==> src/irs_defs.vh <==
// Purpose: Constants for the two-wire register access slave
// Assumes: Included by irs_i2c_slave.v only
// Notes:   Functional notes list follows
//
// Functional notes
// Start is SDA fall while SCL high
// Stop is SDA rise while SCL high
// SDA changes only while SCL low
// Bus busy from start until stop
// Every byte is followed by acknowledge bit
// Transmitter releases after 8th, receiver after 9th
// No general call, start byte, high-speed
// Answer only own 7-bit address, default zero
// Address is factory option up to 1111110
// Master sends address, then 5-bit pointer byte
// Acknowledge address, pointer and data bytes
// Third write byte stored at pointer
// Further bytes go to next addresses
// Pointer wraps after last register
// Master ends write with stop or restart
// Master restarts and resends address for read
// Read sends pointed register MSB first
// Master NACK ends read, device releases SDA
// Master ACK makes device send next register
// Master ends incrementing read with NACK
// Watchdog config writable only when key 0x5A
// Interface active only while select pin high
// Address mismatch ignored until next start
`ifndef IRS_DEFS_VH
`define IRS_DEFS_VH

`define IRS_SLAVE_ADDR   7'h00
`define IRS_ADDR_RSVD0   5'h00
`define IRS_ADDR_RSVD1   5'h01
`define IRS_ADDR_KEY     5'h02
`define IRS_ADDR_WDCFG   5'h03
`define IRS_KEY_UNLOCK   8'h5A
`define IRS_KEY_RST      8'h00
`define IRS_WDCFG_RST    8'h09
`define IRS_GEN_RST      8'h00
`define IRS_PTR_W        5

`endif

==> src/irs_i2c_slave.v <==
// Purpose: Two-wire slave giving byte access to a 32-entry register space
// Assumes: SCL and SDA are oversampled by core_clk_i, well above bus rate
// Notes:   Open-drain SDA: sda_o is always low, sda_oe_o pulls the wire
`timescale 1ns/100ps
`default_nettype none
`include "irs_defs.vh"

module irs_i2c_slave
#(
	parameter [6:0] SLAVE_ADDR = `IRS_SLAVE_ADDR
)
(
	input  wire       core_clk_i,
	input  wire       reset_n_i,
	input  wire       i2c_sel_i,
	input  wire       scl_i,
	input  wire       sda_i,
	output wire       sda_o,
	output reg        sda_oe_o,
	output reg        busy_o,
	output reg  [7:0] wd_unlock_key_o,
	output reg  [7:0] wd_config_o,
	output reg        wd_unlocked_o
);

// ----------------------------------------------------------------
// State codes
// ----------------------------------------------------------------
localparam [2:0] ST_IDLE = 3'h0;
localparam [2:0] ST_ADDR = 3'h1;
localparam [2:0] ST_RX   = 3'h2;
localparam [2:0] ST_ACK  = 3'h3;
localparam [2:0] ST_TX   = 3'h4;
localparam [2:0] ST_MACK = 3'h5;
localparam [2:0] ST_IGN  = 3'h6;

// ----------------------------------------------------------------
// Declarations
// ----------------------------------------------------------------
reg        scl_m_reg;
reg        scl_s_reg;
reg        scl_d_reg;
reg        sda_m_reg;
reg        sda_s_reg;
reg        sda_d_reg;
reg        sel_m_reg;
reg        sel_s_reg;
reg  [2:0] state_reg;
reg  [2:0] cnt_reg;
reg        full_reg;
reg  [7:0] shift_reg;
reg        rw_reg;
reg        ptr_phase_reg;
reg        mack_reg;
reg  [`IRS_PTR_W-1:0] ptr_reg;
reg  [7:0] mem [`IRS_ADDR_WDCFG+1:31];
reg  [7:0] rd_data;
wire       scl_rise;
wire       scl_fall;
wire       start_ev;
wire       stop_ev;
wire [`IRS_PTR_W-1:0] ptr_inc;
integer    i;

// Pin is open drain, only ever pulled low
assign sda_o = 1'b0;

// ----------------------------------------------------------------
// Input synchronisers
// ----------------------------------------------------------------
// Two flops per pin, a third stage on SCL and SDA for edge detection
always @(posedge core_clk_i)
begin
	if (!reset_n_i)
	begin
		scl_m_reg <= 1'b1;
		scl_s_reg <= 1'b1;
		scl_d_reg <= 1'b1;
		sda_m_reg <= 1'b1;
		sda_s_reg <= 1'b1;
		sda_d_reg <= 1'b1;
		sel_m_reg <= 1'b0;
		sel_s_reg <= 1'b0;
	end
	else
	begin
		scl_m_reg <= scl_i;
		scl_s_reg <= scl_m_reg;
		scl_d_reg <= scl_s_reg;
		sda_m_reg <= sda_i;
		sda_s_reg <= sda_m_reg;
		sda_d_reg <= sda_s_reg;
		sel_m_reg <= i2c_sel_i;
		sel_s_reg <= sel_m_reg;
	end
end

// Bus events seen from synchronised levels
assign scl_rise = scl_s_reg & ~scl_d_reg;
assign scl_fall = ~scl_s_reg & scl_d_reg;
assign start_ev = scl_s_reg & scl_d_reg & sda_d_reg & ~sda_s_reg;
assign stop_ev  = scl_s_reg & scl_d_reg & ~sda_d_reg & sda_s_reg;
assign ptr_inc  = ptr_reg + 1'b1;

// ----------------------------------------------------------------
// Register read mux
// ----------------------------------------------------------------
// Reserved locations read as zero
always @*
begin
	rd_data = 8'h00;
	case (ptr_reg)
		`IRS_ADDR_RSVD0: rd_data = 8'h00;
		`IRS_ADDR_RSVD1: rd_data = 8'h00;
		`IRS_ADDR_KEY:   rd_data = wd_unlock_key_o;
		`IRS_ADDR_WDCFG: rd_data = wd_config_o;
		default:         rd_data = mem[ptr_reg];
	endcase
end

// ----------------------------------------------------------------
// Protocol engine and register file
// ----------------------------------------------------------------
// Samples SDA on SCL rise, changes SDA only on SCL fall
always @(posedge core_clk_i)
begin
	if (!reset_n_i)
	begin
		state_reg       <= ST_IDLE;
		cnt_reg         <= 3'h0;
		full_reg        <= 1'b0;
		shift_reg       <= 8'h00;
		rw_reg          <= 1'b0;
		ptr_phase_reg   <= 1'b0;
		mack_reg        <= 1'b0;
		ptr_reg         <= {`IRS_PTR_W{1'b0}};
		sda_oe_o        <= 1'b0;
		busy_o          <= 1'b0;
		wd_unlock_key_o <= `IRS_KEY_RST;
		wd_config_o     <= `IRS_WDCFG_RST;
		wd_unlocked_o   <= 1'b0;
		for (i = `IRS_ADDR_WDCFG + 1; i < 32; i = i + 1)
			mem[i] <= `IRS_GEN_RST;
	end
	else
	begin
		wd_unlocked_o <= (wd_unlock_key_o == `IRS_KEY_UNLOCK);
		if (!sel_s_reg)
		begin
			// Four-wire mode selected: stay off the bus
			state_reg <= ST_IDLE;
			sda_oe_o  <= 1'b0;
			busy_o    <= 1'b0;
			full_reg  <= 1'b0;
		end
		else if (start_ev)
		begin
			// Start or repeated start opens a new transfer
			state_reg     <= ST_ADDR;
			busy_o        <= 1'b1;
			sda_oe_o      <= 1'b0;
			cnt_reg       <= 3'h0;
			full_reg      <= 1'b0;
			ptr_phase_reg <= 1'b1;
		end
		else if (stop_ev)
		begin
			// Stop ends the transfer and frees the bus
			state_reg <= ST_IDLE;
			busy_o    <= 1'b0;
			sda_oe_o  <= 1'b0;
			full_reg  <= 1'b0;
		end
		else
		begin
			case (state_reg)
				ST_IDLE:
				begin
					sda_oe_o <= 1'b0;
				end
				ST_ADDR, ST_RX:
				begin
					if (scl_rise)
					begin
						// Shift in MSB first
						shift_reg <= {shift_reg[6:0], sda_s_reg};
						cnt_reg   <= cnt_reg + 3'h1;
						full_reg  <= (cnt_reg == 3'h7);
					end
					else if (scl_fall && full_reg)
					begin
						full_reg <= 1'b0;
						if (state_reg == ST_ADDR)
						begin
							// Only the own address is matched, no general call
							if (shift_reg[7:1] == SLAVE_ADDR)
							begin
								rw_reg    <= shift_reg[0];
								sda_oe_o  <= 1'b1;
								state_reg <= ST_ACK;
							end
							else
							begin
								state_reg <= ST_IGN;
							end
						end
						else
						begin
							if (ptr_phase_reg)
							begin
								// Pointer byte: upper three bits ignored
								ptr_reg       <= shift_reg[`IRS_PTR_W-1:0];
								ptr_phase_reg <= 1'b0;
							end
							else
							begin
								// Data byte stored, then pointer advances
								case (ptr_reg)
									`IRS_ADDR_RSVD0: ;
									`IRS_ADDR_RSVD1: ;
									`IRS_ADDR_KEY:
										wd_unlock_key_o <= shift_reg;
									`IRS_ADDR_WDCFG:
										if (wd_unlock_key_o == `IRS_KEY_UNLOCK)
											wd_config_o <= shift_reg;
									default:
										mem[ptr_reg] <= shift_reg;
								endcase
								ptr_reg <= ptr_inc;
							end
							sda_oe_o  <= 1'b1;
							state_reg <= ST_ACK;
						end
					end
				end
				ST_ACK:
				begin
					// After the 9th pulse release to receive, or drive the MSB to send
					if (scl_fall)
					begin
						cnt_reg  <= 3'h0;
						full_reg <= 1'b0;
						if (rw_reg)
						begin
							shift_reg <= {rd_data[6:0], 1'b0};
							sda_oe_o  <= ~rd_data[7];
							state_reg <= ST_TX;
						end
						else
						begin
							sda_oe_o  <= 1'b0;
							state_reg <= ST_RX;
						end
					end
				end
				ST_TX:
				begin
					if (scl_rise)
					begin
						cnt_reg  <= cnt_reg + 3'h1;
						full_reg <= (cnt_reg == 3'h7);
					end
					else if (scl_fall)
					begin
						if (full_reg)
						begin
							// Byte sent: free SDA for master acknowledge
							full_reg  <= 1'b0;
							sda_oe_o  <= 1'b0;
							ptr_reg   <= ptr_inc;
							state_reg <= ST_MACK;
						end
						else
						begin
							sda_oe_o  <= ~shift_reg[7];
							shift_reg <= {shift_reg[6:0], 1'b0};
						end
					end
				end
				ST_MACK:
				begin
					if (scl_rise)
					begin
						mack_reg <= ~sda_s_reg;
					end
					else if (scl_fall)
					begin
						cnt_reg <= 3'h0;
						if (mack_reg)
						begin
							// Master acknowledged: next register out
							shift_reg <= {rd_data[6:0], 1'b0};
							sda_oe_o  <= ~rd_data[7];
							state_reg <= ST_TX;
						end
						else
						begin
							// No acknowledge: stay off until start or stop
							sda_oe_o  <= 1'b0;
							state_reg <= ST_IGN;
						end
					end
				end
				ST_IGN:
				begin
					sda_oe_o <= 1'b0;
				end
				default:
				begin
					state_reg <= ST_IDLE;
					sda_oe_o  <= 1'b0;
				end
			endcase
		end
	end
end

endmodule
`default_nettype wire

==> config.mk <==
export PLATFORM = sky130hd
export DESIGN_NAME = irs_i2c_slave
export DESIGN_NICKNAME = d
export VERILOG_FILES = /design/src/irs_i2c_slave.v
export VERILOG_INCLUDE_DIRS = /design/src
export SDC_FILE = /design/constraint.sdc
export NUM_CORES = 1
export LEC_CHECK = 0
export BUFFER_PORTS_ARGS = -buffer_cell sky130_fd_sc_hd__buf_2
export CORE_AREA = 2 2 209 211
export CTS_BUF_LIST = sky130_fd_sc_hd__clkbuf_16
export CTS_CLUSTER_DIAMETER = 100
export DETAILED_ROUTE_END_ITERATION = 8
export DIE_AREA = 0 0 211 213
export PLACE_DENSITY_LB_ADDON = 0.1
export SLEW_MARGIN = 10
export SYNTH_ARGS = -nofsm -noshare
export SYNTH_HDL_FRONTEND = slang
export SYNTH_SLANG_ARGS = --single-unit
==> constraint.sdc <==
create_clock -name core_clk_i -period 4.55 [get_ports core_clk_i]
set_clock_uncertainty 0.2 [all_clocks]
set_input_delay 0.455 -clock core_clk_i [delete_from_list [all_inputs] [get_ports core_clk_i]]
set_output_delay 0.455 -clock core_clk_i [all_outputs]
set_load 0.03 [all_outputs]
==> results.md <==
- Library cells used by synthesis: 67
- N_diodes: 0
- Combinational fraction of design power: 2.8%
- Max-cap violations: 0
- # fillers: 4058
- Multi-input gate area: 5750 um^2
- Fmax achieved: 294 MHz
- CTS sink count: 311
- Vias per cell: 5.20
- Hpwl dp: 25600 um
- Synth top area share: 51.9%
- Via count: 9280
- I/O pins: 25
- EDFF count, synth: 256
- Reg clk slew, reported paths: 60 ps
- Fin cells: 1783
- PortBufs: 23
- Final setup viols: 0
- CTS H-tree depth: 2
- Critical path buffers and inverters: 2
- Starting Density: 34.7%
- Worst-path maximum fanout: 14
- Most common cell after layout, fill and taps aside: edfxtp_1
- Avg Inst Size Synth: 12.9 um^2
- FFs w/ async S/R, synth: 0%
- Chip width: 211 um
- Largest net degree at the start of global routing: 50
- First DRT Iteration DRCs: 665
- Final min period: 3400 ps
- CTS tree: done
- Placed insts: 1714
- Die Y-Extent: 213 um
- Max FFs per register: 256
- PwrDens: 361 nW/um^2
- Hold Path Class: input pin to flop
- Hold Vio Cnt, Final: 0
- Initial antenna violation count: 0
- Worst-Margin Slew: 1200 ps
- Area Overhead vs Synth: 13.9%
- Sw Share: 21.8%
- Layout cells sized above 1: 18.1%
- Synth Flop Type: edfxtp_1
- DRC viols: 0
- First-pass GRT wire length: 60900 um
- Skew-Pair Late Insertion Delay: 550 ps
- Fin crit share: 74.8%
- Top delay family on crit path: simple AND/OR/NAND/NOR gates
- NetSw: 1.33 mW
- Post-Synthesis Cells: 1146
- Outcome: completed
- GRT Total Usage: 18.5%
- Std cell rows: 76
- Mapped Area: 14800 um^2
- Dominant cell type by area after synthesis: edfxtp_1
- Most frequent cells in the layout: edfxtp_1, and2_1, o21ai_0, mux2i_1, dfxtp_1
- ANT nets after route: 0
- Setup crit start kind: flop
- Clock power share: 44.3%
- Core ar.: 42700 um^2
- Synthesis Warnings: 0
- Storage cell area: 8790 um^2
- WL/cell: 22.6 um
- Static Leak: 5.67 nW
- #FFs+latches synth: 311
- Max clock buf depth: 3
- Sequential area share after synthesis: 59.4%
- Die area: 44900 um^2
- Final Wtd Congestion: 0.806
- Final setup TNS: 0 ps
- Peak supply drop: 222 uV
- CP Data Arrival Time: 3450 ps
- Crit Path Class: flop to flop
- RSZ-0062 raised after global routing: no
- Grt total ovfl: 0
- Slowest stage delay, CP: 560 ps
- Flop pwr share: 52.9%
- Worst setup EP type: flop
- Max-slew violation total from the final report: 0
- Nets: 1221
- Root Driver: clkbuf_16
- Vias in the first global route: 9192
- CP max stage cell: or4_4
- Top cells by area, synth: edfxtp_1, and2_1, dfxtp_1
- DRT Pass-1 Iters: 5
- Largest register by flop count: mem
- P_int: 4.76 mW
- Routed wire length: 40400 um
- Req. time, crit path: 4600 ps
- CTS buffer count: 37
- Critical path, cell by cell: inv_1 > ha_1 > or4_4 > a221oi_4 > nand3_2 > o21ai_0 > buf_4
- Rel. slew slack: 19.8%
==> layer usage <==
layer | wire (um) | track usage, % | vias up
li1 | - | - | 4353
met3 | 1540 | 3.07 | 61
met1 | 19300 | 26.3 | 4680
met5 | 0 | 0 | -
met2 | 18600 | 29.2 | 186
met4 | 934 | 5.20 | 0
==> worst min-delay path: stages <==
cell and delay (ps):
buf_2 110, nand2_1 200, a311oi_1 70
==> Yosys cell counts, types with 3 or more instances <==
master	n
o21ai_0	60
o22a_1	8
nand3b_1	8
nor2_1	44
ha_1	6
buf_1	7
o221ai_1	8
nor2b_1	6
a211oi_1	3
nand3_1	28
dfxtp_1	55
and3_1	4
a41oi_1	8
a311oi_1	3
nor3b_1	12
or3b_2	3
nor2_4	13
nand2b_1	14
buf_6	4
xor2_1	3
mux2i_1	55
inv_1	8
nand4_1	11
o22ai_1	15
a221o_1	7
nand3_2	3
a22oi_1	7
and2_2	9
clkbuf_1	57
nand2_1	39
nor3_1	8
mux4_2	35
and2_1	223
and4b_1	4
edfxtp_1	256
a21oi_1	28
a22o_1	7
mux2_2	29
buf_2	11
==> final cells by class <==
cell class | count | area share (%)
well taps | 546 | 4.05
inverters | 9 | 0.200
multi-input cells | 777 | 34.1
repair buffers | 74 | 3.15
flip-flops and latches | 311 | 52.1
clock buffers | 38 | 5.64
clock inverters | 28 | 0.757
==> power groups by stage <==
stage / Sequential (mW) / Clock [mW] / Combinational, mW
CTS: 3.23 / 2.77 / 0.171
global placement: 3.29 / 0 / 0.168
detailed placement: 3.28 / 0 / 0.169
global route: 3.23 / 2.89 / 0.184
finish: 3.22 / 2.70 / 0.168
floorplan: 3.26 / 0 / 0.105
==> through the flow <==
step / setup WS, ps / total power [mW] / util (%) / area [um^2] / hold slack, ps
2_1_floorplan: 1370 / 3.37 / - / 14900 / 186
3_3_place_gp: 1260 / 3.45 / 36.9 / 15800 / 194
3_5_place_dp: 1130 / 3.45 / 36.9 / 15800 / 199
4_1_cts: 1100 / 6.17 / 39.5 / 16900 / 125
5_1_grt: 888 / 6.31 / 39.5 / 16900 / 149
6_report: 1150 / 6.09 / 39.5 / 16900 / 157
==> path summary, 6_finish.rpt <==
kind / endpoint / cells past startpoint / from / slack, ps
setup / recovery: mem[10][1] / 7 / ptr_reg[0] / 1150
hold / removal: state_reg[0] / 3 / reset_n_i / 160
setup reg to reg: mem[10][1] / 7 / ptr_reg[0] / 1150
hold reg to reg: sda_s_reg / 1 / sda_m_reg / 210
==> cells by family (layout without fill, tap and decap cells) <==
kind of cell / after synthesis / after routing / synth area share (%)
flops: 311 / 311 / 59.4
buf+inv: 90 / 149 / 2.63
fa+ha+maj: 7 / 7 / 0.575
compound gates: 168 / 168 / 7.54
other cells: 1 / 33 / 0.0253
xor+xnor: 3 / 3 / 0.178
mux: 119 / 119 / 11.3
simple gates: 447 / 447 / 18.4
==> what timing repair did <==
item / CTS / global route
hold buffers: 3 / 0
endpoints found under the setup margin: 0 / 0
endpoints found under the hold margin: 3 / 0
resized for setup: 0 / 0
setup buffers: 0 / 0
Note: power is estimated with default switching activity, not from simulation.
